### src/txf_pkg.sv
// txf_pkg: shared constants for the transmit command/data front end
// assumes a 16-bit host register port and a single 40 MHz system clock
`default_nettype none
package txf_pkg;
   // host register byte addresses
   localparam logic [3:0] ADDR_DATA = 4'h0;
   localparam logic [3:0] ADDR_STS_LO = 4'h2;
   localparam logic [3:0] ADDR_STS_HI = 4'h4;
   localparam logic [3:0] ADDR_SPACE = 4'h6;
   localparam logic [3:0] ADDR_STS_USED = 4'h8;
   localparam logic [3:0] ADDR_FLAGS = 4'hA;
   localparam logic [3:0] ADDR_LEVEL = 4'hC;
   // first command word fields
   localparam int CMDA_IOC_BIT = 31;
   localparam int CMDA_ALIGN_HI = 25;
   localparam int CMDA_ALIGN_LO = 24;
   localparam int CMDA_OFS_HI = 20;
   localparam int CMDA_OFS_LO = 16;
   localparam int CMDA_FIRST_BIT = 13;
   localparam int CMDA_LAST_BIT = 12;
   localparam int CMDA_SIZE_HI = 10;
   // second command word fields
   localparam int CMDB_TAG_HI = 31;
   localparam int CMDB_TAG_LO = 16;
   localparam int CMDB_LEN_HI = 10;
   // end alignment codes
   localparam logic [1:0] ALIGN_16 = 2'h1;
   localparam logic [1:0] ALIGN_32 = 2'h2;
   // flag register bits
   localparam int FLG_ERR = 0;
   localparam int FLG_DONE = 1;
   localparam int FLG_LEVEL = 2;
   // reset values
   localparam logic [7:0] LEVEL_RST = 8'h00;
   typedef enum logic [1:0] {ST_CMD_A, ST_CMD_B, ST_DATA, ST_PAD} txf_state_t;
endpackage : txf_pkg
`default_nettype wire

### src/txf_tx_path.sv
// txf_tx_path: host write port, command parsing, payload trimming, data and status queues
// assumes a MAC engine on the same clock that drains tx_* and reports one result per packet
//
// Chosen here: the address-and-strobe port and the address map.
`default_nettype none
module txf_tx_path import txf_pkg::*; #(
   parameter int DATA_DEPTH = 64,
   parameter int STS_DEPTH = 16
) (
   // clock and reset
   input wire logic clk,
   input wire logic rst_n,
   // host register port
   input wire logic [3:0] addr,
   input wire logic [15:0] wdata,
   input wire logic wr,
   input wire logic rd,
   output logic [15:0] rdata,
   // payload stream to the MAC
   output logic tx_valid,
   input wire logic tx_ready,
   output logic [31:0] tx_data,
   output logic [3:0] tx_mask,
   output logic tx_last,
   output logic [15:0] tx_tag,
   // per-packet result from the MAC
   input wire logic tx_result_valid,
   input wire logic [15:0] tx_result,
   // flags and events
   output logic tx_error_flag,
   output logic tx_buffer_done_flag,
   output logic tx_error_evt,
   output logic sts_level_hit
);
   localparam int DAW = $clog2(DATA_DEPTH);
   localparam int SAW = $clog2(STS_DEPTH);
   localparam int EW = 53;
   txf_state_t st_reg, st_next;
   logic half_vld_reg, half_vld_next;
   logic [15:0] half_reg, half_next;
   logic [31:0] cmd_a_reg, cmd_a_next, pkt_b_reg, pkt_b_next;
   logic in_pkt_reg, in_pkt_next;
   logic [4:0] skip_reg, skip_next;
   logic [10:0] rem_reg, rem_next;
   logic [2:0] wcnt_reg, wcnt_next, pad_reg, pad_next;
   logic [11:0] pkt_bytes_reg, pkt_bytes_next;
   logic err_reg, err_next, done_reg, done_next, evt_reg, evt_next, lvl_reg, lvl_next;
   logic [7:0] level_reg, level_next;
   logic [15:0] rdata_reg, rdata_next;
   logic [DAW-1:0] dwp_reg, dwp_next, drp_reg, drp_next;
   logic [DAW:0] dcnt_reg, dcnt_next;
   logic ovld_reg, ovld_next;
   logic [SAW-1:0] swp_reg, swp_next, srp_reg, srp_next;
   logic [SAW:0] scnt_reg, scnt_next;
   logic shead_reg, shead_next;
   logic [15:0] tag_sent_reg, tag_sent_next;
   logic word_stb, err_set, fin, dpush, dpop, spush, spop, sfetch, flag_wr;
   logic [31:0] word;
   logic [2:0] lead, avail, take, wcnt_inc, align_m, pad_calc;
   logic [3:0] wmask;
   logic [10:0] rem_after, size_b;
   logic [EW-1:0] dout;
   logic [31:0] sts_out;
   logic [15:0] space_b, sts_used;
   // byte lanes of the current word that carry payload
   assign lead = (skip_reg >= 5'd4) ? 3'd4 : skip_reg[2:0];
   assign avail = 3'd4 - lead;
   assign take = (rem_reg < {8'h00, avail}) ? rem_reg[2:0] : avail;
   assign rem_after = rem_reg - {8'h00, take};
   assign wcnt_inc = wcnt_reg + 3'd1;
   assign align_m = (cmd_a_reg[CMDA_ALIGN_HI:CMDA_ALIGN_LO] == ALIGN_16) ? 3'd3 :
                    (cmd_a_reg[CMDA_ALIGN_HI:CMDA_ALIGN_LO] == ALIGN_32) ? 3'd7 : 3'd0;
   assign pad_calc = (3'd0 - wcnt_inc) & align_m;
   assign size_b = cmd_a_reg[CMDA_SIZE_HI:0];
   assign word = {wdata, half_reg};
   for (genvar gi = 0; gi < 4; gi++) begin : g_mask
      assign wmask[gi] = (3'(gi) >= lead) && (3'(gi) < lead + take);
   end
   always_comb begin
      st_next = st_reg;
      half_vld_next = half_vld_reg;
      half_next = half_reg;
      cmd_a_next = cmd_a_reg;
      pkt_b_next = pkt_b_reg;
      in_pkt_next = in_pkt_reg;
      skip_next = skip_reg;
      rem_next = rem_reg;
      wcnt_next = wcnt_reg;
      pad_next = pad_reg;
      pkt_bytes_next = pkt_bytes_reg;
      word_stb = 1'b0;
      err_set = 1'b0;
      fin = 1'b0;
      dpush = 1'b0;
      if (wr && addr == ADDR_DATA) begin
         // low half first, the high half completes the word
         half_vld_next = ~half_vld_reg;
         half_next = half_vld_reg ? half_reg : wdata;
         word_stb = half_vld_reg;
      end
      if (word_stb) begin
         case (st_reg)
            ST_CMD_A: begin
               cmd_a_next = word;
               st_next = ST_CMD_B;
            end
            ST_CMD_B: begin
               if (cmd_a_reg[CMDA_FIRST_BIT]) begin
                  err_set = in_pkt_reg;
                  pkt_b_next = word;
                  pkt_bytes_next = {1'b0, size_b};
               end else begin
                  // a continuation must repeat the opening buffer's second word
                  err_set = !in_pkt_reg || (word != pkt_b_reg);
                  pkt_bytes_next = pkt_bytes_reg + {1'b0, size_b};
               end
               in_pkt_next = 1'b1;
               skip_next = cmd_a_reg[CMDA_OFS_HI:CMDA_OFS_LO];
               rem_next = size_b;
               wcnt_next = 3'd0;
               if (size_b == 11'd0) begin
                  fin = 1'b1;
                  st_next = ST_CMD_A;
               end else begin
                  st_next = ST_DATA;
               end
            end
            ST_DATA: begin
               skip_next = skip_reg - {2'b00, lead};
               rem_next = rem_after;
               wcnt_next = wcnt_inc;
               if (take != 3'd0) begin
                  // full queue: the word is lost and the host is told
                  if (dcnt_reg == (DAW + 1)'(DATA_DEPTH)) begin
                     err_set = 1'b1;
                  end else begin
                     dpush = 1'b1;
                  end
               end
               if (rem_after == 11'd0) begin
                  pad_next = pad_calc;
                  if (pad_calc == 3'd0) begin
                     fin = 1'b1;
                     st_next = ST_CMD_A;
                  end else begin
                     st_next = ST_PAD;
                  end
               end
            end
            ST_PAD: begin
               pad_next = pad_reg - 3'd1;
               if (pad_reg == 3'd1) begin
                  fin = 1'b1;
                  st_next = ST_CMD_A;
               end
            end
            default: st_next = ST_CMD_A;
         endcase
      end
      if (fin && cmd_a_reg[CMDA_LAST_BIT]) begin
         in_pkt_next = 1'b0;
         if (pkt_bytes_next != {1'b0, pkt_b_next[CMDB_LEN_HI:0]}) begin
            err_set = 1'b1;
         end
      end
   end

   always_ff @(posedge clk or negedge rst_n) begin
      if (!rst_n) begin
         st_reg <= ST_CMD_A;
         half_vld_reg <= 1'b0;
         half_reg <= 16'h0000;
         cmd_a_reg <= 32'h00000000;
         pkt_b_reg <= 32'h00000000;
         in_pkt_reg <= 1'b0;
         skip_reg <= 5'h00;
         rem_reg <= 11'h000;
         wcnt_reg <= 3'h0;
         pad_reg <= 3'h0;
         pkt_bytes_reg <= 12'h000;
      end else begin
         st_reg <= st_next;
         half_vld_reg <= half_vld_next;
         half_reg <= half_next;
         cmd_a_reg <= cmd_a_next;
         pkt_b_reg <= pkt_b_next;
         in_pkt_reg <= in_pkt_next;
         skip_reg <= skip_next;
         rem_reg <= rem_next;
         wcnt_reg <= wcnt_next;
         pad_reg <= pad_next;
         pkt_bytes_reg <= pkt_bytes_next;
      end
   end

   // data queue: one payload word plus byte lanes, end mark and tag per entry
   assign dpop = (dcnt_reg != '0) && (!ovld_reg || tx_ready);

   always_comb begin
      dwp_next = dpush ? dwp_reg + DAW'(1) : dwp_reg;
      drp_next = dpop ? drp_reg + DAW'(1) : drp_reg;
      dcnt_next = dcnt_reg + (DAW + 1)'(dpush) - (DAW + 1)'(dpop);
      ovld_next = dpop ? 1'b1 : (tx_ready ? 1'b0 : ovld_reg);
      tag_sent_next = (tx_valid && tx_ready && tx_last) ? tx_tag : tag_sent_reg;
   end

   txf_mem #(.WIDTH(EW), .DEPTH(DATA_DEPTH), .AW(DAW)) u_data_mem (
      .clk(clk),
      .rst_n(rst_n),
      .wr_en(dpush),
      .wr_addr(dwp_reg),
      .wr_data({pkt_b_next[CMDB_TAG_HI:CMDB_TAG_LO], cmd_a_reg[CMDA_LAST_BIT] && rem_after == 11'd0,
                wmask, word}),
      .rd_en(dpop),
      .rd_addr(drp_reg),
      .rd_data(dout)
   );

   assign tx_valid = ovld_reg;
   assign tx_data = dout[31:0];
   assign tx_mask = dout[35:32];
   assign tx_last = dout[36];
   assign tx_tag = dout[52:37];

   // status queue with a prefetched head so a host read never waits
   assign spush = tx_result_valid && (scnt_reg != (SAW + 1)'(STS_DEPTH));
   assign spop = rd && addr == ADDR_STS_HI && shead_reg;
   assign sfetch = (scnt_reg != '0) && (!shead_reg || spop);

   always_comb begin
      swp_next = spush ? swp_reg + SAW'(1) : swp_reg;
      srp_next = sfetch ? srp_reg + SAW'(1) : srp_reg;
      scnt_next = scnt_reg + (SAW + 1)'(spush) - (SAW + 1)'(sfetch);
      shead_next = sfetch ? 1'b1 : (spop ? 1'b0 : shead_reg);
   end

   txf_mem #(.WIDTH(32), .DEPTH(STS_DEPTH), .AW(SAW)) u_sts_mem (
      .clk(clk),
      .rst_n(rst_n),
      .wr_en(spush),
      .wr_addr(swp_reg),
      .wr_data({tag_sent_reg, tx_result}),
      .rd_en(sfetch),
      .rd_addr(srp_reg),
      .rd_data(sts_out)
   );

   assign space_b = 16'(((DAW + 1)'(DATA_DEPTH) - dcnt_reg) * 4);
   assign sts_used = 16'(scnt_reg) + 16'(shead_reg);
   assign flag_wr = wr && addr == ADDR_FLAGS;

   // flags: hardware set wins over a host clear in the same cycle
   always_comb begin
      err_next = err_set | (err_reg & ~(flag_wr & wdata[FLG_ERR]));
      done_next = (fin & cmd_a_reg[CMDA_IOC_BIT]) | (done_reg & ~(flag_wr & wdata[FLG_DONE]));
      evt_next = err_set & ~err_reg;
      lvl_next = (level_reg != 8'h00) && (sts_used >= {8'h00, level_reg});
      level_next = (wr && addr == ADDR_LEVEL) ? wdata[7:0] : level_reg;
      rdata_next = 16'h0000;
      if (rd) begin
         case (addr)
            ADDR_STS_LO: rdata_next = shead_reg ? sts_out[15:0] : 16'h0000;
            ADDR_STS_HI: rdata_next = shead_reg ? sts_out[31:16] : 16'h0000;
            ADDR_SPACE: rdata_next = space_b;
            ADDR_STS_USED: rdata_next = sts_used;
            ADDR_FLAGS: rdata_next = {13'h0000, lvl_reg, done_reg, err_reg};
            ADDR_LEVEL: rdata_next = {8'h00, level_reg};
            default: rdata_next = 16'h0000;
         endcase
      end
   end

   always_ff @(posedge clk or negedge rst_n) begin
      if (!rst_n) begin
         dwp_reg <= '0;
         drp_reg <= '0;
         dcnt_reg <= '0;
         ovld_reg <= 1'b0;
         tag_sent_reg <= 16'h0000;
         swp_reg <= '0;
         srp_reg <= '0;
         scnt_reg <= '0;
         shead_reg <= 1'b0;
         err_reg <= 1'b0;
         done_reg <= 1'b0;
         evt_reg <= 1'b0;
         lvl_reg <= 1'b0;
         level_reg <= LEVEL_RST;
         rdata_reg <= 16'h0000;
      end else begin
         dwp_reg <= dwp_next;
         drp_reg <= drp_next;
         dcnt_reg <= dcnt_next;
         ovld_reg <= ovld_next;
         tag_sent_reg <= tag_sent_next;
         swp_reg <= swp_next;
         srp_reg <= srp_next;
         scnt_reg <= scnt_next;
         shead_reg <= shead_next;
         err_reg <= err_next;
         done_reg <= done_next;
         evt_reg <= evt_next;
         lvl_reg <= lvl_next;
         level_reg <= level_next;
         rdata_reg <= rdata_next;
      end
   end

   assign rdata = rdata_reg;
   assign tx_error_flag = err_reg;
   assign tx_buffer_done_flag = done_reg;
   assign tx_error_evt = evt_reg;
   assign sts_level_hit = lvl_reg;
endmodule : txf_tx_path
`default_nettype wire

### src/txf_mem.sv
// txf_mem: simple dual-port storage with a registered read port
// assumes the caller never reads and writes one address in the same cycle
`default_nettype none
module txf_mem #(
   parameter int WIDTH = 32,
   parameter int DEPTH = 16,
   parameter int AW = 4
) (
   // clock and reset
   input wire logic clk,
   input wire logic rst_n,
   // write port
   input wire logic wr_en,
   input wire logic [AW-1:0] wr_addr,
   input wire logic [WIDTH-1:0] wr_data,
   // read port
   input wire logic rd_en,
   input wire logic [AW-1:0] rd_addr,
   output logic [WIDTH-1:0] rd_data
);
   logic [WIDTH-1:0] mem [DEPTH];

   // array itself is not reset: contents are only read after a write
   always_ff @(posedge clk) begin
      if (wr_en) begin
         mem[wr_addr] <= wr_data;
      end
   end

   always_ff @(posedge clk or negedge rst_n) begin
      if (!rst_n) begin
         rd_data <= '0;
      end else if (rd_en) begin
         rd_data <= mem[rd_addr];
      end
   end
endmodule : txf_mem
`default_nettype wire

### config.mk
export PLATFORM = sky130hd
export DESIGN_NAME = txf_tx_path
export DESIGN_NICKNAME = d
export VERILOG_FILES = /design/src/txf_pkg.sv /design/src/txf_tx_path.sv /design/src/txf_mem.sv
export SDC_FILE = /design/constraint.sdc
export NUM_CORES = 2
export LEC_CHECK = 0
export ABC_AREA = 1
export BUFFER_PORTS_ARGS = -buffer_cell sky130_fd_sc_hd__buf_2
export CAP_MARGIN = 20
export CELL_PAD_IN_SITES_DETAIL_PLACEMENT = 0
export CELL_PAD_IN_SITES_GLOBAL_PLACEMENT = 1
export CORE_UTILIZATION = 40
export DETAILED_ROUTE_END_ITERATION = 7
export PLACE_DENSITY = 0.72
export SETUP_SLACK_MARGIN = 0.3
export SLEW_MARGIN = 20
export SYNTH_ARGS = -nofsm -noshare
export SYNTH_HDL_FRONTEND = slang
export SYNTH_SLANG_ARGS = --single-unit
### constraint.sdc
create_clock -name clk -period 7.7 [get_ports clk]
set_input_delay 0.77 -clock clk [delete_from_list [all_inputs] [get_ports clk]]
set_output_delay 0.77 -clock clk [all_outputs]
set_load 0.02 [all_outputs]
==> results.sh <==
export IMPL_status="complete, no violations"
export IMPL_drt_iter0_drc=14900
export IMPL_root_buffer="clkbuf_16"
export IMPL_syn_instance_count=12400
export IMPL_synth_distinct_cells=57
export IMPL_p_comb_share_pct=31.0
export IMPL_crit_chain="inv_2 > nand2_2 > nor2_8 > inv_1 > nor2_1 > inv_1 > ha_1 > ha_1 > nand2_1 > inv_1 > nor4_1 > nand2_2 > o21ai_1 > inv_1 > ha_1 > fa_1 > xor2_1 > nand4_1 > nor2_1 > nand4_1 > nor2_1 > nand2_1 > nor2_4 > buf_4"
export IMPL_cp_common_cell="inv_1"
export IMPL_critPathLaunch="skip_reg[3]"
export IMPL_place_area_um2=172000
export IMPL_grt_max_degree=188
export IMPL_post_cts_buffers=0
export IMPL_holdCritPathClass="in -> reg"
export IMPL_htreeDepth=5
export IMPL_setup_viol=0
export IMPL_dr_pass1_iters=8
export IMPL_final_setup_tns_ns=0
export IMPL_crit_family="simple AND/OR/NAND/NOR gates"
export IMPL_max_slew_margin_pct=22.5
export IMPL_startpoint_type="register"
export IMPL_cp_max_fo=40
export IMPL_cts_resized=0
export IMPL_drt_wirelength_per_cell_um=28.1
export IMPL_hold_viol=0
export IMPL_drv_cap=0
export IMPL_antenna_found_initial=21
export IMPL_core_area_um2=410000
export IMPL_drtAntennaViolNets=0
export IMPL_rsz0062_at_grt="no"
export IMPL_min_period_ns=5.57
export IMPL_ys_seq_area_share_pct=75.3
export IMPL_utilization_pct=45.2
export IMPL_numPortBuffers=115
export IMPL_synthArstFlopShare_pct=6.47
export IMPL_place_hpwl_um=281000
export IMPL_fin_area_um2=185000
export IMPL_top_register="u_data_mem.mem"
export IMPL_grt_first_pass_wirelength_um=724000
export IMPL_syn_to_final_growth_pct=12.6
export IMPL_grt_ovfl_total=0
export IMPL_grtUsageTotal_pct=23.7
export IMPL_finalPower_mw=68.4
export IMPL_fin_crit_sh_pct=72.3
export IMPL_yosysTopAreaCell="edfxtp_1"
export IMPL_yosysTopAreaCellShare_pct=71.2
export IMPL_nets=12400
export IMPL_layout_common_cells="edfxtp_1 (3,904), nor2_1 (2,166), o21ai_0 (2,071)"
export IMPL_fillers=36400
export IMPL_crit_slowest_cell="nor2_4"
export IMPL_cts_tree="yes"
export IMPL_synth_top_cells_by_area="edfxtp_1 (71%), o21ai_0 (6.3%), nor2_1 (5.1%), dfrtp_1 (4.1%), o221ai_1 (2.3%)"
export IMPL_p_clk_share_pct=29.0
export IMPL_clk_latency_ns=1.01
export IMPL_dieArea_um2=414000
export IMPL_clock_tree_buffer_depth=4
export IMPL_p_int_mw=42.8
export IMPL_power_switching_mw=25.7
export IMPL_drc=0
export IMPL_hold_ws_ns=0.151
export IMPL_dieWidth_um=644
export IMPL_top_regs="u_data_mem.mem x3392, u_sts_mem.mem x512, u_data_mem.rd_data x53"
export IMPL_cp_required_ns=8.37
export IMPL_max_clock_freq_mhz=180
export IMPL_ys_ff_latch=4174
export IMPL_slowest_delay_ns=0.59
export IMPL_synth_area_um2=165000
export IMPL_grt_pass1_vias=98900
export IMPL_postSynthAreaPerCell_um2=13.3
export IMPL_cts_sinks=4174
export IMPL_leakagePower_nw=62.3
export IMPL_vias=107000
export IMPL_finalWirelength_um=510000
export IMPL_fin_skew_ns=0.117
export IMPL_r2r_start="skip_reg[3]"
export IMPL_postCtsHoldBufs=2
export IMPL_via_per_inst=5.91
export IMPL_seqPwrFrac_pct=40.0
export IMPL_slew_violations=0
export IMPL_cts_clk_slew_worst_paths_ns=0.06
export IMPL_layout_commonest_cell="edfxtp_1"
export IMPL_largest_reg_flops=3392
export IMPL_end_kind="register"
export IMPL_place_congestion=0.834
export IMPL_die_y_um=644
export IMPL_synth_nets=12500
export IMPL_row_count=235
export IMPL_synth_warnings=0
export IMPL_irDropWorstVdd_uv=387
export IMPL_synth_edff_count=3904
export IMPL_layout_drive_gt1_share_pct=9.07
export IMPL_switching_share_pct=37.5
export IMPL_worstHoldStart="tx_result_valid"
export IMPL_start_util_pct=40.2
export IMPL_critPathBufInv=6
export IMPL_p_per_area_nw_per_um2=369
export IMPL_ys_flop_type="edfxtp_1"
export IMPL_setup_worst_path_class="reg -> reg"
export IMPL_arrival_ns=6.24
export IMPL_cts_buffers=419
export IMPL_ioPinCount=116
export IMPL_worst_slew_pin_slew_ns=1.16
-- per-layer routing --
metal  vias up  GRT usage, %  part of all wire, %
met1     54500          33.8                   41
met5         -             0                0.013
met3       813          3.96                  9.2
li1      46400             -                    -
met4        10          7.90                  3.7
met2      5366          37.1                   46
-- cells in the mapped netlist, types with 3 or more instances --
master	number
a221oi_1	5
nand4_1	77
nand2_1	610
ha_1	67
edfxtp_1	3904
o221ai_1	433
nor2_1	2249
nor2_4	4
nor3_1	11
nand3_1	493
a211oi_1	3
nand3b_1	4
o21ai_0	2087
o211ai_1	94
fa_1	5
inv_2	11
nand2_2	4
dfrtp_1	270
xnor2_1	8
mux2_2	18
nor2_8	4
nor4_1	6
o22ai_1	572
buf_1	25
inv_1	200
nand3_4	8
xor2_1	40
buf_4	19
buf_2	217
a31oi_1	91
a21oi_1	196
nand2_4	3
clkbuf_1	585
o21ai_1	5
o21ai_2	3
buf_6	22
or2_2	4
-- worst register-to-register path, stage by stage (launching register included) --
cell     delay [ns]
dfrtp_1        0.40
inv_2          0.09
nand2_2        0.09
nor2_8         0.16
inv_1          0.12
nor2_1         0.15
inv_1          0.09
ha_1           0.20
ha_1           0.34
nand2_1        0.07
inv_1          0.04
nor4_1         0.34
nand2_2        0.16
o21ai_1        0.21
inv_1          0.10
ha_1           0.22
fa_1           0.42
xor2_1         0.24
nand4_1        0.13
nor2_1         0.13
nand4_1        0.12
nor2_1         0.16
nand2_1        0.14
nor2_4         0.59
buf_4          0.55
-- stage by stage --
stage,instances,worst slack [ns]
floorplan,12400,2.13
global route,18100,1.84
global placement,17300,1.91
CTS,18100,2.14
finish,18100,2.13
detailed placement,17400,2.20
-- final cells by class --
| type | count | area [µm²] | share of cell area, % |
|---|---|---|---|
| Clock buffer | 573 | 11400 | 6.17 |
| Sequential cell | 4174 | 124000 | 66.9 |
| Timing Repair Buffer | 389 | 3530 | 1.90 |
| Multi-Input combinational cell | 7129 | 37000 | 19.9 |
| Tap cell | 5451 | 6820 | 3.68 |
| Inverter | 213 | 857 | 0.462 |
| Clock inverter | 182 | 1750 | 0.945 |
| Antenna cell | 8 | 20.0 | 0.0108 |
-- power groups by stage --
stage / combinational (mW) / clock, mW / sequential, mW
detailed placement: 20.9 / 0 / 27.8
floorplan: 13.1 / 0 / 27.2
global route: 22.8 / 20.9 / 27.4
global placement: 20.8 / 0 / 27.8
finish: 21.2 / 19.8 / 27.4
CTS: 21.0 / 20.1 / 27.4
-- cell families (layout without fill, tap and decap cells) --
kind of cell	count (synthesis)	count (layout)	synth area share, %
AND/OR/NAND/NOR	3482	3482	8.62
XOR/XNOR	48	48	0.255
multiplexers	19	19	0.129
AO/OA/AOI/OAI	3506	3506	12.4
adder cells (fa/ha/maj)	72	72	0.570
other	2	10	0.00456
flip-flops	4174	4174	75.3
buffers and inverters	1081	1357	2.77
-- worst paths after layout --
path	end	slack, ns	depth (start not counted)
setup reg to reg	u_data_mem.mem[2][36]	2.13	24
max in group asynchronous	half_reg[13]	5.59	3
hold / removal	swp_reg[0]	0.15	3
hold reg to reg	skip_reg[4]	0.49	2
setup / recovery	u_data_mem.mem[2][36]	2.13	24
min in group asynchronous	pkt_bytes_reg[2]	0.52	2
Note: power is estimated with default switching activity, not from simulation.
